[src/include/self_diag_pkg.sv]
// Constants and types shared by the self-diagnostic supervisor
package self_diag_pkg;

  // ************************************************************
  // Register map
  // ************************************************************
  localparam logic [15:0] STATUS_REG_ADDR = 16'h007D;
  localparam logic [15:0] STATUS_RESET = 16'h0000;
  localparam logic [15:0] STATUS_USED_MASK = 16'h73FF;

  // ************************************************************
  // Fault status bit positions
  // ************************************************************
  localparam int BIT_EXTERNAL_TIMEKEEPER = 0;
  localparam int BIT_INTERNAL_TIMEKEEPER = 1;
  localparam int BIT_SETTINGS_EEPROM = 2;
  localparam int BIT_ANALOG_INPUT_EEPROM = 3;
  localparam int BIT_MRAM = 4;
  localparam int BIT_EMMC = 5;
  localparam int BIT_MAIN_POWER_LOST = 6;
  localparam int BIT_ANALOG_INPUT_ADC = 7;
  localparam int BIT_SUPPLY_OUTPUT_BOARD = 8;
  localparam int BIT_DIGITAL_IO_BOARD = 9;
  localparam int BIT_ANALOG_OUTPUT_BOARD = 12;
  localparam int BIT_REALTIME_MODULE = 13;
  localparam int BIT_BACKGROUND_MODULE = 14;

  // ************************************************************
  // Hardware fault input vector layout
  // ************************************************************
  localparam int HW_FAULT_W = 11;
  localparam int HW_IN_SUPPLY_OUTPUT = 8;
  localparam int HW_IN_DIGITAL_IO = 9;
  localparam int HW_IN_ANALOG_OUTPUT = 10;

  // ************************************************************
  // Output relay layout
  // ************************************************************
  localparam int RELAY_W = 8;
  localparam int READY_RELAY_DO = 5;

  // ************************************************************
  // Timing
  // ************************************************************
  localparam int unsigned CLK_HZ = 40000000;
  localparam int unsigned CYCLES_PER_MS = CLK_HZ / 1000;
  localparam int unsigned RECOVERY_TIME_MS = 5000;
  localparam int unsigned RECOVERY_CYCLES = RECOVERY_TIME_MS * CYCLES_PER_MS;
  localparam int unsigned BLINK_HALF_MS = 500;
  localparam int unsigned BLINK_HALF_CYCLES = BLINK_HALF_MS * CYCLES_PER_MS;
  localparam int unsigned HEARTBEAT_TIMEOUT_MS = 100;
  localparam int unsigned HEARTBEAT_CYCLES = HEARTBEAT_TIMEOUT_MS * CYCLES_PER_MS;
  localparam int CNT_W = 28;
  localparam int SW_MODULES = 2;

  // ************************************************************
  // Operating states
  // ************************************************************
  typedef enum logic [1:0] {
    ST_NORMAL,
    ST_ERROR,
    ST_CONFIRMED
  } op_state_e;

endpackage : self_diag_pkg

[src/rtl/sw_heartbeat_watchdog.sv]
// Heartbeat watchdogs for the real-time and background software modules
`timescale 1ns/10ps
module sw_heartbeat_watchdog #(
  parameter int unsigned TIMEOUT_CYCLES = self_diag_pkg::HEARTBEAT_CYCLES
) (
  // Clock and reset
  input wire logic clk_i,
  input wire logic rst_n_i,
  // Heartbeat toggles, bit 0 real-time, bit 1 background
  input wire logic [self_diag_pkg::SW_MODULES-1:0] heartbeat_i,
  // Not-responding flags
  output logic [self_diag_pkg::SW_MODULES-1:0] stalled_o
);

  typedef struct packed {
    logic [self_diag_pkg::SW_MODULES-1:0][self_diag_pkg::CNT_W-1:0] cnt;
    logic [self_diag_pkg::SW_MODULES-1:0] hb_prev;
    logic [self_diag_pkg::SW_MODULES-1:0] stalled;
  } wd_s;

  localparam logic [self_diag_pkg::CNT_W-1:0] LIMIT =
    self_diag_pkg::CNT_W'(TIMEOUT_CYCLES - 1);

  wd_s state_reg;
  wd_s state_next;

  // ************************************************************
  // Per-module timeout: any heartbeat edge restarts the count
  // ************************************************************
  always_comb
  begin
    state_next = state_reg;
    for (int i = 0; i < self_diag_pkg::SW_MODULES; i++)
    begin
      state_next.hb_prev[i] = heartbeat_i[i];
      if (heartbeat_i[i] != state_reg.hb_prev[i])
      begin
        state_next.cnt[i] = '0;
        state_next.stalled[i] = 1'b0;
      end
      else if (state_reg.cnt[i] == LIMIT)
      begin
        state_next.stalled[i] = 1'b1;
      end
      else
      begin
        state_next.cnt[i] = state_reg.cnt[i] + 1'b1;
      end
    end
  end

  always_ff @(posedge clk_i)
  begin
    if (!rst_n_i)
    begin
      state_reg <= '0;
    end
    else
    begin
      state_reg <= state_next;
    end
  end

  assign stalled_o = state_reg.stalled;

endmodule : sw_heartbeat_watchdog

[src/rtl/self_diagnostic_monitor.sv]
// Self-diagnostic supervisor: fault status register and operating states
//
// Functional notes
// - Keep 16-bit fault status register, master-readable
// - Bit one means fault present now
// - Monitor hardware and software faults continuously
// - Exactly three states: normal, error, confirmed
// - Normal: LED steady, ready relay on
// - Fault enters error; cleared within 5 s returns
// - Error: blink LED, beep, flag, HMI fault
// - Error and confirmed block protection and relays
// - Acknowledge moves error to confirmed, no beep
// - Hardware fault bits 0 to 7 mapped
// - Board faults on bits 8, 9, 12
// - Software module faults on bits 13, 14
// - Watchdog status drives ready relay, DO6 mappable
`timescale 1ns/10ps
module self_diagnostic_monitor #(
  parameter int unsigned RECOVERY_CYCLES = self_diag_pkg::RECOVERY_CYCLES,
  parameter int unsigned BLINK_HALF_CYCLES = self_diag_pkg::BLINK_HALF_CYCLES,
  parameter int unsigned HEARTBEAT_CYCLES = self_diag_pkg::HEARTBEAT_CYCLES
) (
  // Clock and reset
  input wire logic SYS_CLK_I,
  input wire logic RST_N_I,
  // Fault indications
  input wire logic [self_diag_pkg::HW_FAULT_W-1:0] HW_FAULT_I,
  input wire logic REALTIME_SOFTWARE_MODULE_HB_I,
  input wire logic BACKGROUND_SOFTWARE_MODULE_HB_I,
  // Operator acknowledge
  input wire logic FAULT_ACK_I,
  // Relay mapping and commands
  input wire logic READY_MAP_DO6_I,
  input wire logic [self_diag_pkg::RELAY_W-1:0] RELAY_CMD_I,
  // Register access
  input wire logic REG_SEL_I,
  input wire logic REG_WE_I,
  input wire logic [15:0] REG_ADDR_I,
  input wire logic [15:0] REG_WDATA_I,
  output logic [15:0] REG_RDATA_O,
  output logic REG_ACK_O,
  output logic REG_EXC_O,
  // Indications
  output logic READY_LED_O,
  output logic READY_RELAY_O,
  output logic BEEPER_O,
  output logic HMI_FAULT_O,
  output logic [1:0] OP_STATE_O,
  output logic [15:0] FAULT_STATUS_O,
  // Protection control
  output logic PROT_BLOCK_O,
  output logic RELAY_BLOCK_O,
  output logic [self_diag_pkg::RELAY_W-1:0] RELAY_O
);

  localparam logic [self_diag_pkg::CNT_W-1:0] RECOVERY_LAST =
    self_diag_pkg::CNT_W'(RECOVERY_CYCLES - 1);
  localparam logic [self_diag_pkg::CNT_W-1:0] BLINK_LAST =
    self_diag_pkg::CNT_W'(BLINK_HALF_CYCLES - 1);

  typedef struct packed {
    self_diag_pkg::op_state_e op_state;
    logic [self_diag_pkg::CNT_W-1:0] recov_cnt;
    logic recov_expired;
    logic [self_diag_pkg::CNT_W-1:0] blink_cnt;
    logic blink;
    logic [15:0] status;
    logic [15:0] rdata;
    logic ack;
    logic exc;
    logic [self_diag_pkg::RELAY_W-1:0] relays;
  } mon_s;

  mon_s state_reg;
  mon_s state_next;
  logic [self_diag_pkg::SW_MODULES-1:0] sw_stalled;
  logic [15:0] status_now;
  logic fault_present;
  logic blocked;
  logic ready;
  logic led_blink_en;
  logic beep;
  logic hmi_fault;

  // ************************************************************
  // Software module watchdogs
  // ************************************************************
  sw_heartbeat_watchdog #(
    .TIMEOUT_CYCLES(HEARTBEAT_CYCLES)
  ) sw_heartbeat_watchdog_i (
    .clk_i(SYS_CLK_I),
    .rst_n_i(RST_N_I),
    .heartbeat_i({BACKGROUND_SOFTWARE_MODULE_HB_I, REALTIME_SOFTWARE_MODULE_HB_I}),
    .stalled_o(sw_stalled)
  );

  // ************************************************************
  // Fault status assembly
  // ************************************************************
  always_comb
  begin
    status_now = 16'h0000;
    status_now[7:0] = HW_FAULT_I[7:0];
    status_now[self_diag_pkg::BIT_SUPPLY_OUTPUT_BOARD] =
      HW_FAULT_I[self_diag_pkg::HW_IN_SUPPLY_OUTPUT];
    status_now[self_diag_pkg::BIT_DIGITAL_IO_BOARD] =
      HW_FAULT_I[self_diag_pkg::HW_IN_DIGITAL_IO];
    status_now[self_diag_pkg::BIT_ANALOG_OUTPUT_BOARD] =
      HW_FAULT_I[self_diag_pkg::HW_IN_ANALOG_OUTPUT];
    status_now[self_diag_pkg::BIT_REALTIME_MODULE] = sw_stalled[0];
    status_now[self_diag_pkg::BIT_BACKGROUND_MODULE] = sw_stalled[1];
    status_now = status_now & self_diag_pkg::STATUS_USED_MASK;
  end

  assign fault_present = |state_reg.status;

  // ************************************************************
  // Next-state logic
  // ************************************************************
  always_comb
  begin
    state_next = state_reg;
    // Live fault picture, refreshed every cycle
    state_next.status = status_now;

    // Blink time base
    if (state_reg.blink_cnt == BLINK_LAST)
    begin
      state_next.blink_cnt = '0;
      state_next.blink = ~state_reg.blink;
    end
    else
    begin
      state_next.blink_cnt = state_reg.blink_cnt + 1'b1;
    end

    // Operating states
    case (state_reg.op_state)
      self_diag_pkg::ST_NORMAL:
      begin
        if (fault_present)
        begin
          state_next.op_state = self_diag_pkg::ST_ERROR;
          state_next.recov_cnt = '0;
          state_next.recov_expired = 1'b0;
        end
      end
      self_diag_pkg::ST_ERROR:
      begin
        if (!fault_present && !state_reg.recov_expired)
        begin
          state_next.op_state = self_diag_pkg::ST_NORMAL;
        end
        else if (FAULT_ACK_I)
        begin
          state_next.op_state = self_diag_pkg::ST_CONFIRMED;
        end
        if (!state_reg.recov_expired)
        begin
          if (state_reg.recov_cnt == RECOVERY_LAST)
          begin
            state_next.recov_expired = 1'b1;
          end
          else
          begin
            state_next.recov_cnt = state_reg.recov_cnt + 1'b1;
          end
        end
      end
      self_diag_pkg::ST_CONFIRMED:
      begin
        if (!fault_present)
        begin
          state_next.op_state = self_diag_pkg::ST_NORMAL;
        end
      end
      default:
      begin
        state_next.op_state = self_diag_pkg::ST_ERROR;
        state_next.recov_cnt = '0;
        state_next.recov_expired = 1'b0;
      end
    endcase

    // Output relays, DO6 optionally carries the ready relay
    for (int i = 0; i < self_diag_pkg::RELAY_W; i++)
    begin
      state_next.relays[i] = RELAY_CMD_I[i] &
        (state_next.op_state == self_diag_pkg::ST_NORMAL);
    end
    if (READY_MAP_DO6_I)
    begin
      state_next.relays[self_diag_pkg::READY_RELAY_DO] =
        (state_next.op_state == self_diag_pkg::ST_NORMAL);
    end

    // Register access, one-cycle answer
    state_next.ack = 1'b0;
    state_next.exc = 1'b0;
    if (REG_SEL_I)
    begin
      if (REG_ADDR_I == self_diag_pkg::STATUS_REG_ADDR)
      begin
        state_next.ack = 1'b1;
        if (!REG_WE_I)
        begin
          state_next.rdata = state_reg.status;
        end
        else
        begin
          // Writes acknowledged but discarded
          state_next.rdata = state_reg.rdata;
        end
      end
      else
      begin
        state_next.exc = 1'b1;
      end
    end
  end

  // ************************************************************
  // State register
  // ************************************************************
  always_ff @(posedge SYS_CLK_I)
  begin
    if (!RST_N_I)
    begin
      state_reg.op_state <= self_diag_pkg::ST_NORMAL;
      state_reg.recov_cnt <= '0;
      state_reg.recov_expired <= 1'b0;
      state_reg.blink_cnt <= '0;
      state_reg.blink <= 1'b0;
      state_reg.status <= self_diag_pkg::STATUS_RESET;
      state_reg.rdata <= 16'h0000;
      state_reg.ack <= 1'b0;
      state_reg.exc <= 1'b0;
      state_reg.relays <= '0;
    end
    else
    begin
      state_reg <= state_next;
    end
  end

  // ************************************************************
  // Indication decode per operating state
  // ************************************************************
  always_comb
  begin
    ready = 1'b0;
    led_blink_en = 1'b1;
    beep = 1'b0;
    hmi_fault = 1'b0;
    blocked = 1'b1;
    case (state_reg.op_state)
      self_diag_pkg::ST_NORMAL:
      begin
        ready = 1'b1;
        led_blink_en = 1'b0;
        beep = 1'b0;
        hmi_fault = 1'b0;
        blocked = 1'b0;
      end
      self_diag_pkg::ST_ERROR:
      begin
        ready = 1'b0;
        led_blink_en = 1'b1;
        beep = 1'b1;
        hmi_fault = 1'b1;
        blocked = 1'b1;
      end
      self_diag_pkg::ST_CONFIRMED:
      begin
        ready = 1'b0;
        led_blink_en = 1'b1;
        beep = 1'b0;
        hmi_fault = 1'b0;
        blocked = 1'b1;
      end
      default:
      begin
        // Unknown state fails safe: blocked and silent
        ready = 1'b0;
        led_blink_en = 1'b1;
        beep = 1'b0;
        hmi_fault = 1'b0;
        blocked = 1'b1;
      end
    endcase
  end

  // ************************************************************
  // Outputs
  // ************************************************************
  assign READY_LED_O = ready | (led_blink_en & state_reg.blink);
  assign READY_RELAY_O = ready;
  assign BEEPER_O = beep;
  assign HMI_FAULT_O = hmi_fault;
  assign OP_STATE_O = state_reg.op_state;
  assign FAULT_STATUS_O = state_reg.status;
  assign PROT_BLOCK_O = blocked;
  assign RELAY_BLOCK_O = blocked;
  assign RELAY_O = state_reg.relays;
  assign REG_RDATA_O = state_reg.rdata;
  assign REG_ACK_O = state_reg.ack;
  assign REG_EXC_O = state_reg.exc;

endmodule : self_diagnostic_monitor

[config.mk]
export PLATFORM = sky130hd
export DESIGN_NAME = self_diagnostic_monitor
export DESIGN_NICKNAME = d
export VERILOG_FILES = /design/src/include/self_diag_pkg.sv /design/src/rtl/sw_heartbeat_watchdog.sv /design/src/rtl/self_diagnostic_monitor.sv
export SDC_FILE = /design/constraint.sdc
export NUM_CORES = 1
export LEC_CHECK = 0
export BUFFER_PORTS_ARGS = -buffer_cell sky130_fd_sc_hd__clkbuf_2
export CORE_MARGIN = 2
export CORE_UTILIZATION = 50
export CTS_CLUSTER_SIZE = 24
export DETAILED_ROUTE_END_ITERATION = 8
export PLACE_DENSITY = 0.74
export RECOVER_POWER = 50
export SLEW_MARGIN = 20
export SYNTH_ARGS = -nofsm -noshare
export SYNTH_HDL_FRONTEND = slang
export SYNTH_SLANG_ARGS = --single-unit
[constraint.sdc]
create_clock -name SYS_CLK_I -period 1.7 [get_ports SYS_CLK_I]
set_input_delay 0.34 -clock SYS_CLK_I [delete_from_list [all_inputs] [get_ports SYS_CLK_I]]
set_output_delay 0.34 -clock SYS_CLK_I [all_outputs]
set_load 0.05 [all_outputs]
==> flow_summary_export.csv <==
group,metric,value,unit
yosys,synth.distinct_cells,59,
setup_path,rrSetupSlack,-0.11,ns
yosys,synth_edf_count,0,
route,avgRoutedWirePerCell,16.7,microns
clocking,tritoncts,"done",
hold_path,hp-start,"RELAY_CMD_I[7]",
clocking,clock_sinks,156,
clocking,clk_pin_slew,0.06,ns
global_routing,grt_start_max_net_pins,31,
clocking,cts_buffers,17,
power_and_ir_drop,p_per_area,829,nW/um^2
sta,hold_ws,0.107,ns
yosys,synth_compound_area_frac,0.0822,
yosys,muxShareOfSynthArea,0.0268,
setup_path,slowest_delay,0.36,ns
power_and_ir_drop,swShare,0.241,
route,wl_met2,10500,microns
route,drt_iter0_markers,555,
yosys,synthCells,863,
power_and_ir_drop,pwr-share-comb,0.107,
run_status,status,"finished with violations",
setup_path,critPathRequiredTime,2.02,ns
route,vias_per_cell,5.68,
yosys,ys.flop_type,"dfxtp_1",
route,drc,0,
power_and_ir_drop,p_seq_frac,0.429,
route,vias,7114,
final_layout,antenna_cells,0,
clocking,htree_levels,4,
setup_path,crit-reg2reg-launch,"state_reg[72]",
global_routing,track_usage,0.230,
floorplan,fp-row-count,44,
yosys,yosys_warnings,0,
power_and_ir_drop,ir_drop,0.732,mV
yosys,synthSimpleGateAreaFrac,0.316,
yosys,syn-mean-instance-area,8.64,sq um
power_and_ir_drop,power.internal,0.00659,W
global_routing,grt_pass1_vias,6462,
setup_path,timing.rr.end,"state_reg[81]",
sta,fin_setup_tns,-2.08,ns
run_status,violations,"negative setup slack",
yosys,yosysSeqAreaShare,0.419,
sta,worst_pin_slew,0.861,ns
global_routing,antenna_found_initial,0,
setup_path,crit_top_cell,"buf_6",
setup_path,cp_cell_sequence,"buf_6 > nand4_1 > buf_6 > nor3_4 > buf_4 > buf_6 > a21oi_4 > o31a_1 > o21a_1",
yosys,async_reset_ff_frac,0,
clocking,cts_root_buffer,"clkbuf_16",
power_and_ir_drop,finalPower,0.00869,W
yosys,syn_area,7460,sq um
route,wl_met1,8640,microns
final_layout,drive_gt1_frac,0.392,
route,firstDrtPassIters,5,
sta,skew,0.0117,ns
sta,rsz0062_at_grt,"true",
power_and_ir_drop,power.net_switching,0.00210,W
sta,fin_crit,1.81,ns
clocking,postCtsHoldBufs,0,
hold_path,holdPathStages,2,
power_and_ir_drop,p_clk_frac,0.463,
yosys,synth_top_family_by_area,"simple AND/OR/NAND/NOR gates",
placed_design,io_buffers,86,
setup_path,end_kind,"flip-flop",
global_routing,grt_pass1_wl,30300,microns
power_and_ir_drop,p_leak,3.96,nW
sta,layout_setup_ws,-0.109,ns
floorplan,dieArea,15900,sq um
setup_path,cpMaxStageDelayCell,"dfxtp_2",
route,highest_layer,"met4",
global_routing,grt-ovfl-total,0,
clocking,clkLatencyLatePin,0.43,ns
clocking,clock_path_buffers,2,
setup_path,ff2ff_path_depth,9,
final_layout,layout.nets,1119,
sta,setup_viol,52,
sta,drv_slew,0,
floorplan,initial_core_util,0.513,
placed_design,gp_congestion,0.855,
sta,hold_viol,0,
floorplan,io_pins,109,
job,cap_violations,0,
placed_design,place_hpwl,12100,microns
route,wirelength,20900,microns
yosys,ys_ff_latch,156,
hold_path,hold_end,"RELAY_O[7]",
floorplan,core-area,14500,sq um
route,dr_wl_met3,1270,microns
hold_path,hold_path.class,"primary input to flip-flop",
setup_path,crit_type,"flip-flop to flip-flop",
sta,max_slew_margin,0.426,
setup_path,path_max_fanout,4,
yosys,synth_xor_area_frac,0.0716,
final_layout,area_growth_syn_to_layout,40.5,%
setup_path,worstPathArrival,2.13,ns
sta,timing.final.crit_share,1.06,
setup_path,startpoint_type,"flip-flop",
floorplan,die_h,126,microns
floorplan,die_x,126,microns
route,ant_nets,0,
sta,fmax,553,MHz
yosys,synthAdderAreaFrac,0.00671,
[layout by cell type (no fill, tap or decap), drive strengths merged, types with 24 or more instances in the layout]
cell type  count
and2          29
nand4         39
a21oi         28
nand2         53
nor3          37
o21ai         31
xor2          27
nand3         47
nor4          24
buf          161
nor2          98
dfxtp        156
clkbuf       108
xnor2         34
[power by group through the flow]
stage | sequential [W] | combinational, W | clock, W
floorplan | 0.00381 | 0.000474 | 0
global placement | 0.00381 | 0.000702 | 0
detailed placement | 0.00381 | 0.000711 | 0
CTS | 0.00374 | 0.000805 | 0.00404
global route | 0.00373 | 0.000983 | 0.00424
finish | 0.00373 | 0.000934 | 0.00402
[worst max-delay path by stage]
stage | from | endpoint | slack [ns]
4_1_cts | state_reg[73] | state_reg[83] | -0.05
3_3_place_gp | state_reg[72] | state_reg[85] | -0.12
5_1_grt | sw_heartbeat_watchdog_i.state_reg[17] | sw_heartbeat_watchdog_i.state_reg[9] | -0.19
6_report | state_reg[72] | state_reg[81] | -0.11
2_1_floorplan | OP_STATE_O[0] | RELAY_BLOCK_O | -0.02
3_5_place_dp | state_reg[72] | state_reg[83] | -0.16
[critical path: cells and delay by family (launching register included)]
family,cells,cell delay (ns)
AND/OR/NAND/NOR,2,0.30
buffers and inverters,4,0.52
flip-flops,1,0.36
AO/OA/AOI/OAI,3,0.52
[timing repair]
| action | CTS | global route |
|---|---|---|
| cloned | 0 | 6 |
| resized for setup | 66 | 159 |
| endpoints found under the setup margin | 53 | 99 |
| buffers inserted | 12 | 18 |
| pin swaps | 18 | 72 |
[cells by family after synthesis]
| family | count (synthesis) |
|---|---|
| adders and majority gates | 4 |
| and+or+nand+nor | 420 |
| muxes | 20 |
| buffers and inverters | 101 |
| DFF | 156 |
| xor gates and xnor gates | 61 |
| AOI/OAI and AO/OA | 100 |
| other | 1 |
[Yosys cell counts, drive strengths merged, types with 2 or more instances]
cell	instances	area share
a21boi	3	0.0030
a21oi	28	0.019
a31oi	9	0.0075
and2	29	0.024
and3	12	0.010
and4	10	0.012
and4b	2	0.0027
buf	59	0.056
clkbuf	23	0.012
dfxtp	156	0.42
ha	4	0.0067
inv	19	0.0096
mux2i	20	0.027
nand2	52	0.027
nand2b	6	0.0050
nand3	47	0.032
nand3b	3	0.0030
nand4	39	0.038
nor2	98	0.050
nor2b	16	0.013
nor3	37	0.028
nor3b	2	0.0027
nor4	24	0.028
nor4b	8	0.0094
nor4bb	2	0.0027
o211ai	3	0.0030
o21a	4	0.0040
o21ai	31	0.021
o311ai	4	0.0047
o31ai	10	0.010
o41ai	2	0.0023
or2	4	0.0034
or3	16	0.013
or4	13	0.013
xnor2	34	0.040
xor2	27	0.032
[cell type report]
class	count	area, sq um
multi-input combinational	612	4490
fill	960	4060
sequential	156	3180
timing repair buffer	250	1890
clock buffer	19	453
tap	184	230
clock inverter	13	171
inverter	19	73.8
[through the flow]
| stage | setup slack, ns | utilization | std cells | area [sq um] |
|---|---|---|---|---|
| after floorplan | -0.0215 | - | 868 | 7520 |
| after global placement | -0.121 | 0.598 | 1187 | 8690 |
| after detailed placement | -0.155 | 0.598 | 1187 | 8690 |
| after CTS | -0.0462 | 0.666 | 1230 | 9680 |
| after global routing | -0.193 | 0.721 | 1253 | 10500 |
| final | -0.109 | 0.721 | 1253 | 10500 |
[routing by layer]
layer  track usage  vias up
met2         0.389      260
met5             0        -
met4        0.0827        0
met3        0.0544       46
met1         0.287     3419
li1              -     3389
No activity file was read; power rests on OpenSTA's default activity.
